## src/core/emirq_defines.svh

```systemverilog
// Constants of the external-memory interrupt status block.
// Assumes a 32-bit AHB-Lite bus, word registers, one 125 MHz clock.
`ifndef EMIRQ_DEFINES_SVH
`define EMIRQ_DEFINES_SVH

// Register byte offsets
`define EMIRQ_OFS_RAW 5'h00
`define EMIRQ_OFS_MASKED 5'h04
`define EMIRQ_OFS_EN_SET 5'h08
`define EMIRQ_OFS_EN_CLR 5'h0c
`define EMIRQ_OFS_WAIT_CFG 5'h10
`define EMIRQ_OFS_STATE 5'h14

// Field positions
`define EMIRQ_BIT_TIMEOUT 0
`define EMIRQ_BIT_WAIT_RISE 2
`define EMIRQ_FLAG_MASK 3'h5
`define EMIRQ_MAX_EXT_WAIT_COUNT_MSB 7
`define EMIRQ_ST_WAIT 0
`define EMIRQ_ST_ACCESS 1
`define EMIRQ_ST_ABANDON 2
`define EMIRQ_ST_CNT_LSB 16

// Reset values
`define EMIRQ_RST_FLAGS 3'h0
`define EMIRQ_RST_EN 3'h0
`define EMIRQ_RST_MAX_EXT_WAIT_COUNT 8'h00

// Timing
`define EMIRQ_WAIT_MULT 16
`define EMIRQ_CNT_W 13

`endif

```

## src/core/emirq_pkg.sv

```systemverilog
// Types of the external-memory interrupt status block.
// Assumes emirq_defines.svh for the counter width; flag width and select codes are literal.
`include "emirq_defines.svh"
package emirq_pkg;
  typedef logic [2:0] emirq_flags_t;
  typedef logic [`EMIRQ_CNT_W-1:0] emirq_cnt_t;
  typedef enum logic [5:0] {
    EMIRQ_SEL_RAW = 6'h01,
    EMIRQ_SEL_MASKED = 6'h02,
    EMIRQ_SEL_EN_SET = 6'h04,
    EMIRQ_SEL_EN_CLR = 6'h08,
    EMIRQ_SEL_WAIT_CFG = 6'h10,
    EMIRQ_SEL_STATE = 6'h20
  } emirq_sel_t;
endpackage

```

## src/core/emirq_if.sv

```systemverilog
// Carrier between the status top and its wait-timeout counter.
// Assumes one clock; all signals are synchronous to it.
`timescale 1ns/10ps
`default_nettype none
`include "emirq_defines.svh"
interface emirq_if;
  logic [7:0] max_ext_wait_count;
  logic access_active;
  logic wait_level;
  logic timeout_pulse;
  logic abandon;
  logic [`EMIRQ_CNT_W-1:0] wait_count;
  modport tmr (
    input max_ext_wait_count, access_active, wait_level,
    output timeout_pulse, abandon, wait_count
  );
  modport ctl (
    output max_ext_wait_count, access_active, wait_level,
    input timeout_pulse, abandon, wait_count
  );
endinterface
`default_nettype wire

```

## src/core/emirq_timeout.sv

```systemverilog
// Extended-wait timeout counter.
// Assumes access_active covers the strobe phase of an extended-wait access.
`timescale 1ns/10ps
`default_nettype none
`include "emirq_defines.svh"
module emirq_timeout
  import emirq_pkg::*;
#(
  parameter int WAIT_MULT = `EMIRQ_WAIT_MULT
) (
  // Clock and reset
  input wire logic clk,
  input wire logic resetn,
  // Counter side of the carrier
  emirq_if.tmr t
);
  emirq_cnt_t count_r;
  emirq_cnt_t thr_m1;
  logic fired_r;
  logic pulse_r;
  logic waiting;
  logic hit;

  // Limit is (count + 1) * multiple, so never zero
  assign thr_m1 = `EMIRQ_CNT_W'(({5'h00, t.max_ext_wait_count} + 13'h0001) * `EMIRQ_CNT_W'(WAIT_MULT)
                  - 13'h0001);
  assign waiting = t.access_active & t.wait_level;
  assign hit = waiting & ~fired_r & (count_r == thr_m1);

  always_ff @(posedge clk) begin
    if (!resetn || !waiting) begin
      count_r <= '0;
    end else if (!fired_r && count_r != thr_m1) begin
      count_r <= count_r + 13'h0001;
    end
  end

  // One timeout per access; cleared when the access ends
  always_ff @(posedge clk) begin
    if (!resetn) begin
      fired_r <= 1'b0;
      pulse_r <= 1'b0;
    end else begin
      fired_r <= t.access_active & (fired_r | hit);
      pulse_r <= hit;
    end
  end

  assign t.timeout_pulse = pulse_r;
  assign t.abandon = fired_r;
  assign t.wait_count = count_r;
endmodule // emirq_timeout
`default_nettype wire

```

## src/core/emirq_top.sv

```systemverilog
// External-memory interrupt status block with AHB-Lite register slave.
// Assumes the access sequencer drives ext_access_active and honours
// ext_wait_abandon; ext_wait_in is already synchronous to clk.
`timescale 1ns/10ps
`default_nettype none
`include "emirq_defines.svh"
module emirq_top
  import emirq_pkg::*;
#(
  parameter int WAIT_MULT = `EMIRQ_WAIT_MULT,
  parameter logic [7:0] MAX_EXT_WAIT_COUNT_RESET = `EMIRQ_RST_MAX_EXT_WAIT_COUNT
) (
  // Clock and reset
  input wire logic clk,
  input wire logic resetn,
  // AHB-Lite slave
  input wire logic hsel,
  input wire logic [31:0] haddr,
  input wire logic [1:0] htrans,
  input wire logic hwrite,
  input wire logic [2:0] hsize,
  input wire logic [31:0] hwdata,
  input wire logic hready,
  output logic hreadyout,
  output logic hresp,
  output logic [31:0] hrdata,
  // External memory side
  input wire logic ext_wait_in,
  input wire logic ext_access_active,
  output logic ext_wait_abandon,
  // Interrupt controller side
  output logic irq,
  output logic irq_pulse
);

  emirq_if tif ();

  // Address decode, shared by read and write paths
  function automatic emirq_sel_t emirq_decode(input logic [4:0] ofs);
    emirq_sel_t s;
    s = EMIRQ_SEL_RAW;
    if (ofs == `EMIRQ_OFS_RAW) begin
      s = EMIRQ_SEL_RAW;
    end else if (ofs == `EMIRQ_OFS_MASKED) begin
      s = EMIRQ_SEL_MASKED;
    end else if (ofs == `EMIRQ_OFS_EN_SET) begin
      s = EMIRQ_SEL_EN_SET;
    end else if (ofs == `EMIRQ_OFS_EN_CLR) begin
      s = EMIRQ_SEL_EN_CLR;
    end else if (ofs == `EMIRQ_OFS_WAIT_CFG) begin
      s = EMIRQ_SEL_WAIT_CFG;
    end else begin
      s = EMIRQ_SEL_STATE;
    end
    return s;
  endfunction

  // Offset hit test, needed for the unmapped-address answer
  function automatic logic emirq_mapped(input logic [31:0] a);
    return (a[31:5] == 27'h0000000) && (a[4:0] <= `EMIRQ_OFS_STATE) && (a[1:0] == 2'h0);
  endfunction

  // Bus state
  logic hready_r;
  logic [31:0] hrdata_r;
  logic wr_pend_r;
  logic wr_hit_r;
  logic [4:0] wr_ofs_r;

  // Block state
  emirq_flags_t raw_r;
  emirq_flags_t masked_r;
  emirq_flags_t en_r;
  logic [7:0] max_ext_wait_count_r;
  logic wait_d_r;
  logic irq_r;
  logic pulse_r;
  logic abandon_r;

  // Next values
  emirq_flags_t raw_nxt;
  emirq_flags_t masked_nxt;
  emirq_flags_t en_nxt;
  logic [7:0] max_ext_wait_count_nxt;
  logic [31:0] hrdata_nxt;

  // Decode wires
  logic addr_phase;
  logic rd_take;
  logic wr_take;
  logic wr_go;
  emirq_sel_t wr_sel;
  emirq_sel_t rd_sel;
  logic rd_hit;
  emirq_flags_t wdata_flags;
  emirq_flags_t clr_raw;
  emirq_flags_t clr_masked;
  emirq_flags_t clr_all;
  emirq_flags_t ev;
  emirq_flags_t ev_en;
  emirq_flags_t newly_set;
  logic wait_rise;
  logic [31:0] state_word;

  // AHB address phase; only whole-word transfers are meaningful
  // hsize is not decoded, so a narrow write still acts on the whole word
  assign addr_phase = hsel & htrans[1] & hready;
  assign rd_take = addr_phase & ~hwrite;
  assign wr_take = addr_phase & hwrite;
  assign rd_hit = emirq_mapped(haddr);
  assign rd_sel = emirq_decode(haddr[4:0]);
  assign wr_sel = emirq_decode(wr_ofs_r);
  assign wr_go = wr_pend_r & wr_hit_r;

  // Only the flag positions can be written; reserved bits are dropped
  assign wdata_flags = hwdata[2:0] & `EMIRQ_FLAG_MASK;

  // Write-one-to-clear, zeros have no effect
  assign clr_raw = (wr_go && wr_sel == EMIRQ_SEL_RAW) ? wdata_flags : 3'h0;
  assign clr_masked = (wr_go && wr_sel == EMIRQ_SEL_MASKED) ? wdata_flags : 3'h0;
  // Either register's clear reaches both
  assign clr_all = clr_raw | clr_masked;

  // Events
  assign wait_rise = ext_wait_in & ~wait_d_r;
  assign ev[`EMIRQ_BIT_WAIT_RISE] = wait_rise;
  assign ev[`EMIRQ_BIT_TIMEOUT] = tif.timeout_pulse;
  // Bit 1 is reserved and has no source
  assign ev[1] = 1'b0;
  assign ev_en = ev & en_r;

  // Per-flag cells; set wins over a clear in the same cycle
  for (genvar gi = 0; gi < 3; gi++) begin : g_flag
    assign raw_nxt[gi] = (raw_r[gi] & ~clr_all[gi]) | ev[gi];
    assign masked_nxt[gi] = (masked_r[gi] & ~clr_all[gi]) | ev_en[gi];
    assign newly_set[gi] = masked_nxt[gi] & ~masked_r[gi];
  end

  // Enable set and clear registers, each a one-shot write of ones
  assign en_nxt = (wr_go && wr_sel == EMIRQ_SEL_EN_SET) ? (en_r | wdata_flags) :
                  (wr_go && wr_sel == EMIRQ_SEL_EN_CLR) ? (en_r & ~wdata_flags) : en_r;
  assign max_ext_wait_count_nxt = (wr_go && wr_sel == EMIRQ_SEL_WAIT_CFG) ? hwdata[`EMIRQ_MAX_EXT_WAIT_COUNT_MSB:0] : max_ext_wait_count_r;

  // Live state word
  assign state_word = {3'h0, tif.wait_count, 13'h0000, tif.abandon, ext_access_active, wait_d_r};

  // Read mux; unmapped reads give zero
  always_comb begin
    hrdata_nxt = 32'h0000_0000;
    if (rd_take && rd_hit) begin
      unique case (rd_sel)
        EMIRQ_SEL_RAW: hrdata_nxt = {29'h0000_0000, raw_r};
        EMIRQ_SEL_MASKED: hrdata_nxt = {29'h0000_0000, masked_r};
        EMIRQ_SEL_EN_SET: hrdata_nxt = {29'h0000_0000, en_r};
        EMIRQ_SEL_EN_CLR: hrdata_nxt = {29'h0000_0000, en_r};
        EMIRQ_SEL_WAIT_CFG: hrdata_nxt = {24'h00_0000, max_ext_wait_count_r};
        EMIRQ_SEL_STATE: hrdata_nxt = state_word;
      endcase
    end
  end

  // Carrier to the timeout counter
  assign tif.max_ext_wait_count = max_ext_wait_count_r;
  assign tif.access_active = ext_access_active;
  // Counter sees the registered wait level, one edge behind the pin
  assign tif.wait_level = wait_d_r;

  emirq_timeout #(
    .WAIT_MULT(WAIT_MULT)
  ) u_timeout (
    .clk(clk),
    .resetn(resetn),
    .t(tif.tmr)
  );

  // Ready held low in reset; zero-wait slave afterwards, always OKAY
  always_ff @(posedge clk) begin
    if (!resetn) begin
      hready_r <= 1'b0;
    end else begin
      hready_r <= 1'b1;
    end
  end

  // Read word reloaded every edge, zero when no read is taken
  always_ff @(posedge clk) begin
    if (!resetn) begin
      hrdata_r <= 32'h0000_0000;
    end else begin
      hrdata_r <= hrdata_nxt;
    end
  end

  // Write held over to the data phase, where hwdata arrives
  always_ff @(posedge clk) begin
    if (!resetn) begin
      wr_pend_r <= 1'b0;
    end else begin
      wr_pend_r <= wr_take;
    end
  end

  // Unmapped writes dropped here, so they never alias a register
  always_ff @(posedge clk) begin
    if (!resetn) begin
      wr_hit_r <= 1'b0;
    end else begin
      wr_hit_r <= wr_take & rd_hit;
    end
  end

  // Offset of the pending write
  always_ff @(posedge clk) begin
    if (!resetn) begin
      wr_ofs_r <= 5'h00;
    end else begin
      wr_ofs_r <= haddr[4:0];
    end
  end

  // Raw flags
  always_ff @(posedge clk) begin
    if (!resetn) begin
      raw_r <= `EMIRQ_RST_FLAGS;
    end else begin
      raw_r <= raw_nxt;
    end
  end

  // Masked flags
  always_ff @(posedge clk) begin
    if (!resetn) begin
      masked_r <= `EMIRQ_RST_FLAGS;
    end else begin
      masked_r <= masked_nxt;
    end
  end

  // Enables, one register behind both the set and the clear view
  always_ff @(posedge clk) begin
    if (!resetn) begin
      en_r <= `EMIRQ_RST_EN;
    end else begin
      en_r <= en_nxt;
    end
  end

  // Wait count; its reset value is a parameter
  always_ff @(posedge clk) begin
    if (!resetn) begin
      max_ext_wait_count_r <= MAX_EXT_WAIT_COUNT_RESET;
    end else begin
      max_ext_wait_count_r <= max_ext_wait_count_nxt;
    end
  end

  // Wait level one edge back; resets low, the idle level, so no false rise
  always_ff @(posedge clk) begin
    if (!resetn) begin
      wait_d_r <= 1'b0;
    end else begin
      wait_d_r <= ext_wait_in;
    end
  end

  // Interrupt level, high while any masked flag stands
  always_ff @(posedge clk) begin
    if (!resetn) begin
      irq_r <= 1'b0;
    end else begin
      irq_r <= |masked_nxt;
    end
  end

  // One-cycle pulse for each cycle that newly sets any masked flag
  always_ff @(posedge clk) begin
    if (!resetn) begin
      pulse_r <= 1'b0;
    end else begin
      pulse_r <= |newly_set;
    end
  end

  // Abandon follows the counter one edge late
  always_ff @(posedge clk) begin
    if (!resetn) begin
      abandon_r <= 1'b0;
    end else begin
      abandon_r <= tif.abandon;
    end
  end

  assign hreadyout = hready_r;
  assign hresp = 1'b0;
  assign hrdata = hrdata_r;
  assign irq = irq_r;
  assign irq_pulse = pulse_r;
  assign ext_wait_abandon = abandon_r;

endmodule // emirq_top
`default_nettype wire

```

## config.mk

```make
export PLATFORM = sky130hd
export DESIGN_NAME = emirq_top
export DESIGN_NICKNAME = d
export VERILOG_FILES = /design/src/core/emirq_pkg.sv /design/src/core/emirq_if.sv /design/src/core/emirq_timeout.sv /design/src/core/emirq_top.sv
export VERILOG_INCLUDE_DIRS = /design/src /design/src/core
export SDC_FILE = /design/constraint.sdc
export NUM_CORES = 1
export LEC_CHECK = 0
export ABC_AREA = 1
export BUFFER_PORTS_ARGS = -buffer_cell sky130_fd_sc_hd__buf_2
export CORE_MARGIN = 1
export CORE_UTILIZATION = 25
export DETAILED_ROUTE_END_ITERATION = 8
export GPL_TIMING_DRIVEN = 0
export HOLD_SLACK_MARGIN = 0.02
export PLACE_DENSITY = 0.48
export SYNTH_ARGS = -nofsm -noshare
export SYNTH_HDL_FRONTEND = slang
export SYNTH_SLANG_ARGS = --single-unit
```

## constraint.sdc

```tcl
create_clock -name clk -period 2.15 [get_ports clk]
set_input_delay 0.43 -clock clk [delete_from_list [all_inputs] [get_ports clk]]
set_output_delay 0.43 -clock clk [all_outputs]
set_load 0.01 [all_outputs]
```

==> results.py <==
metrics = {
    "status": {
        "outcome": "finished, final reports clean",
    },
    "grt": {
        "grt_use_met1": 0.176,
        "grt_max_degree": 11,
        "top_usage_layer": "met2",
        "grt_pass1_wl_mm": 14.5,
        "overflow": 0,
        "grt.met3_usage": 0.0373,
        "grt_util_met2": 0.247,
        "grt_pass1_vias": 3018,
        "grt_usage": 0.145,
        "antenna_found_initial": 0,
    },
    "flow_run": {
        "maxCapViolCount": 0,
    },
    "synth": {
        "synth_area_leader_cell": "dfxtp_1",
        "syn_inst": 438,
        "yosysTopAreaCellShare": 0.405,
        "synthDistinctLibCells": 34,
        "synth-compound-area-share": 0.0956,
        "synth.most_common_cell": "nand2_1",
        "synth_area_um2": 3060,
        "ys.flop_type": "dfxtp_1",
        "synth-seq-area-share": 0.405,
        "synth_top_family_by_area": "simple AND/OR/NAND/NOR gates",
        "yosysWarningCount": 0,
        "synth_mux_area_frac": 0,
        "synthTopCellsByCount": "nand2_1 (95), dfxtp_1 (62), inv_1 (49), nand3_1 (48), nor2_1 (31)",
        "synth_edf_count": 0,
        "syn_avg_cell_area_um2": 6.99,
        "synth.area.top_cells": "dfxtp_1 (41%), nand2_1 (12%), nand3_1 (7.8%)",
        "synth_adder_area_share": 0.00817,
        "ys_ff_latch": 62,
        "synth_xor_area_frac": 0.0343,
        "synthArstFlopShare": 0,
        "synth-simple-area-share": 0.347,
    },
    "floorplanning": {
        "coreArea_um2": 12000,
        "die_w_um": 113,
        "die_area_um2": 12700,
        "fp.dieH_um": 113,
        "num_io_pins": 113,
        "start_util": 0.256,
        "fp-row-count": 40,
    },
    "timing": {
        "setup_ws_ns": 0.0223,
        "final.min_clock_period_ns": 2.13,
        "fin_setup_tns_ns": 0,
        "max_slew.worst_pin.slew_ns": 0.624,
        "slew_headroom": 0.584,
        "finalHoldViolCount": 0,
        "period_share": 0.990,
        "drv_slew": 0,
        "max_freq_mhz": 470,
        "skew_ns": 0.0105,
        "grt_setup_unrepaired": "true",
        "setup_viol": 0,
    },
    "power_and_ir_drop": {
        "pwr_density_cell_nw_per_um2": 663,
        "power.leakage_nw": 1.87,
        "ir_drop_uv": 313,
        "power_mw": 2.87,
    },
    "placed_design": {
        "routabilityCongestion": 0.792,
        "place_inst": 668,
        "pre_cts_slack_ns": -0.333,
        "port-buffer-count": 72,
        "hpwl_mm": 6.61,
    },
    "drt": {
        "first_pass_iters": 4,
        "final_antenna_net_count": 0,
        "wl_per_cell_um": 12.9,
        "wirelength_mm": 8.97,
        "drc": 0,
        "drtIter0Drc": 137,
        "via_per_inst": 4.67,
        "vias": 3234,
    },
    "final_layout": {
        "postLayoutCoreUtil": 0.363,
        "syn2layout_area_growth_pct": 41.6,
        "nets": 620,
        "drive_gt1_frac": 0.310,
        "final_cells": 693,
        "fill_cells": 1250,
        "multi_input_area_um2": 1760,
        "diodes": 0,
        "regArea_um2": 1250,
    },
    "clock_network": {
        "clk_latency_ns": 0.33,
        "clkSinkCount": 62,
        "root_buffer": "clkbuf_16",
        "cts_tree": "built",
        "path_clk_slew_ns": 0.05,
        "numCtsBuffers": 9,
        "clock_tree.buffer_depth": 2,
        "htree_levels": 3,
    },
    "worst_setup_path": {
        "critPathMostFrequentCell": "nand2_1",
        "endpoint_kind": "register",
        "critPathSlowestCell": "dfxtp_4",
        "crit_path_cell_trace": "ha_4 > nand2_8 > nor2_4 > nand2_2 > nand2_4 > inv_4 > nand2_1 > nand2_1 > nand2_1 > nand3_2 > nor2_4 > nand2_4 > nand2_8 > clkbuf_16 > nand2_1 > a21oi_1",
        "cp.required_ns": 2.41,
        "critPathMaxStageDelay_ns": 0.38,
        "crit_path_start_kind": "register",
        "critPathMaxFanout": 8,
        "worst-setup-path-type": "register to register",
        "arrival_ns": 2.38,
    },
    "worst_hold_path": {
        "hold_class": "primary input to register",
    },
}
per-stage QoR:
| step | hold WS, ns | area (um^2) |
|---|---|---|
| 6_report | 0.315 | 4340 |
| 2_1_floorplan | 0.421 | 3100 |
| 3_5_place_dp | 0.466 | 3650 |
| 4_1_cts | 0.200 | 4030 |
| 5_1_grt | 0.326 | 4340 |
| 3_3_place_gp | 0.455 | 3650 |
worst paths after layout:
check	start	end	cells after the start	slack [ns]
max	max_ext_wait_count_r[1]	u_timeout.t.wait_count[5]	16	0.02
min	haddr[0]	wr_ofs_r[0]	3	0.32
max reg2reg	max_ext_wait_count_r[1]	u_timeout.t.wait_count[5]	16	0.02
min reg2reg	raw_r[2]	raw_r[2]	2	0.47
state kept, by name, summed over array words and instances (netlist names), named ones only:
register	count
u_timeout.t.wait_count	13
hrdata	21
wr_ofs_r	5
raw_r	2
wr_hit_r	1
irq	1
tif.wait_level	1
wr_pend_r	1
irq_pulse	1
max_ext_wait_count_r	8
u_timeout.t.timeout_pulse	1
hreadyout	1
u_timeout.t.abandon	1
ext_wait_abandon	1
masked_r	2
what timing repair did:
action,in CTS,in global routing
endpoints found under the setup margin,14,15
setup buffers,2,8
cloned,0,1
pin swaps,2,11
resized for setup,10,60
hold buffers,0,0
per-layer routing:
metal,up-vias,share of wire,wire (um)
met4,0,0.020,180
met2,104,0.49,4430
met1,1475,0.43,3870
met5,-,0,0
li1,1637,-,-
met3,18,0.054,480
kinds of logic (layout without fill, tap and decap cells):
family / count (synthesis) / after routing
flops: 62 / 62
compound gates: 52 / 52
xor+xnor: 12 / 12
simple gates: 235 / 235
other cells: 1 / 12
fa+ha+maj: 2 / 2
buf+inv: 74 / 171
cells in the final DEF (no fill, tap or decap), types with 2 or more instances in the layout:
cell / count
conb_1: 12
a31oi_1: 2
a21oi_2: 5
nand2_2: 13
dfxtp_1: 57
buf_2: 72
dfxtp_4: 3
inv_1: 47
o21ai_4: 2
o21ai_0: 9
nor2_2: 4
xor2_1: 11
o22ai_1: 4
nor2_4: 5
clkbuf_16: 10
nand3_1: 40
clkbuf_1: 7
nor3_1: 30
nand2_1: 83
a21oi_1: 22
o21ai_1: 2
nand2_8: 2
buf_6: 3
bufinv_16: 2
clkbuf_8: 2
nor2_1: 27
buf_4: 20
nand3_2: 7
a311oi_1: 2
clkinvlp_4: 2
dfxtp_2: 2
nand4_1: 7
nand2_4: 4
nor4_1: 9
inv_2: 3
final cells by class:
type,instances,area share
buffer,21,0.0329
clock buffer,12,0.0591
sequential,62,0.289
multi-input combinational,313,0.406
clock inverter,3,0.0156
timing repair buffer,83,0.108
tap,147,0.0424
inverter,52,0.0465
critical path: cells and delay by family, from the launching register on:
kind / cells / cell delay [ns]
buffers and inverters: 2 / 0.21
flip-flops: 1 / 0.38
AND/OR/NAND/NOR: 12 / 1.14
AO/OA/AOI/OAI: 1 / 0.12
adder cells (fa/ha/maj): 1 / 0.19
power breakdown:
part | switching, mW | internal [mW] | total, mW
combinational | 0.0728 | 0.0602 | 0.133
sequential | 0.00472 | 1.16 | 1.16
clock | 0.510 | 1.07 | 1.58
total | 0.587 | 2.29 | 2.87
Power figures use the tool's default switching activity.
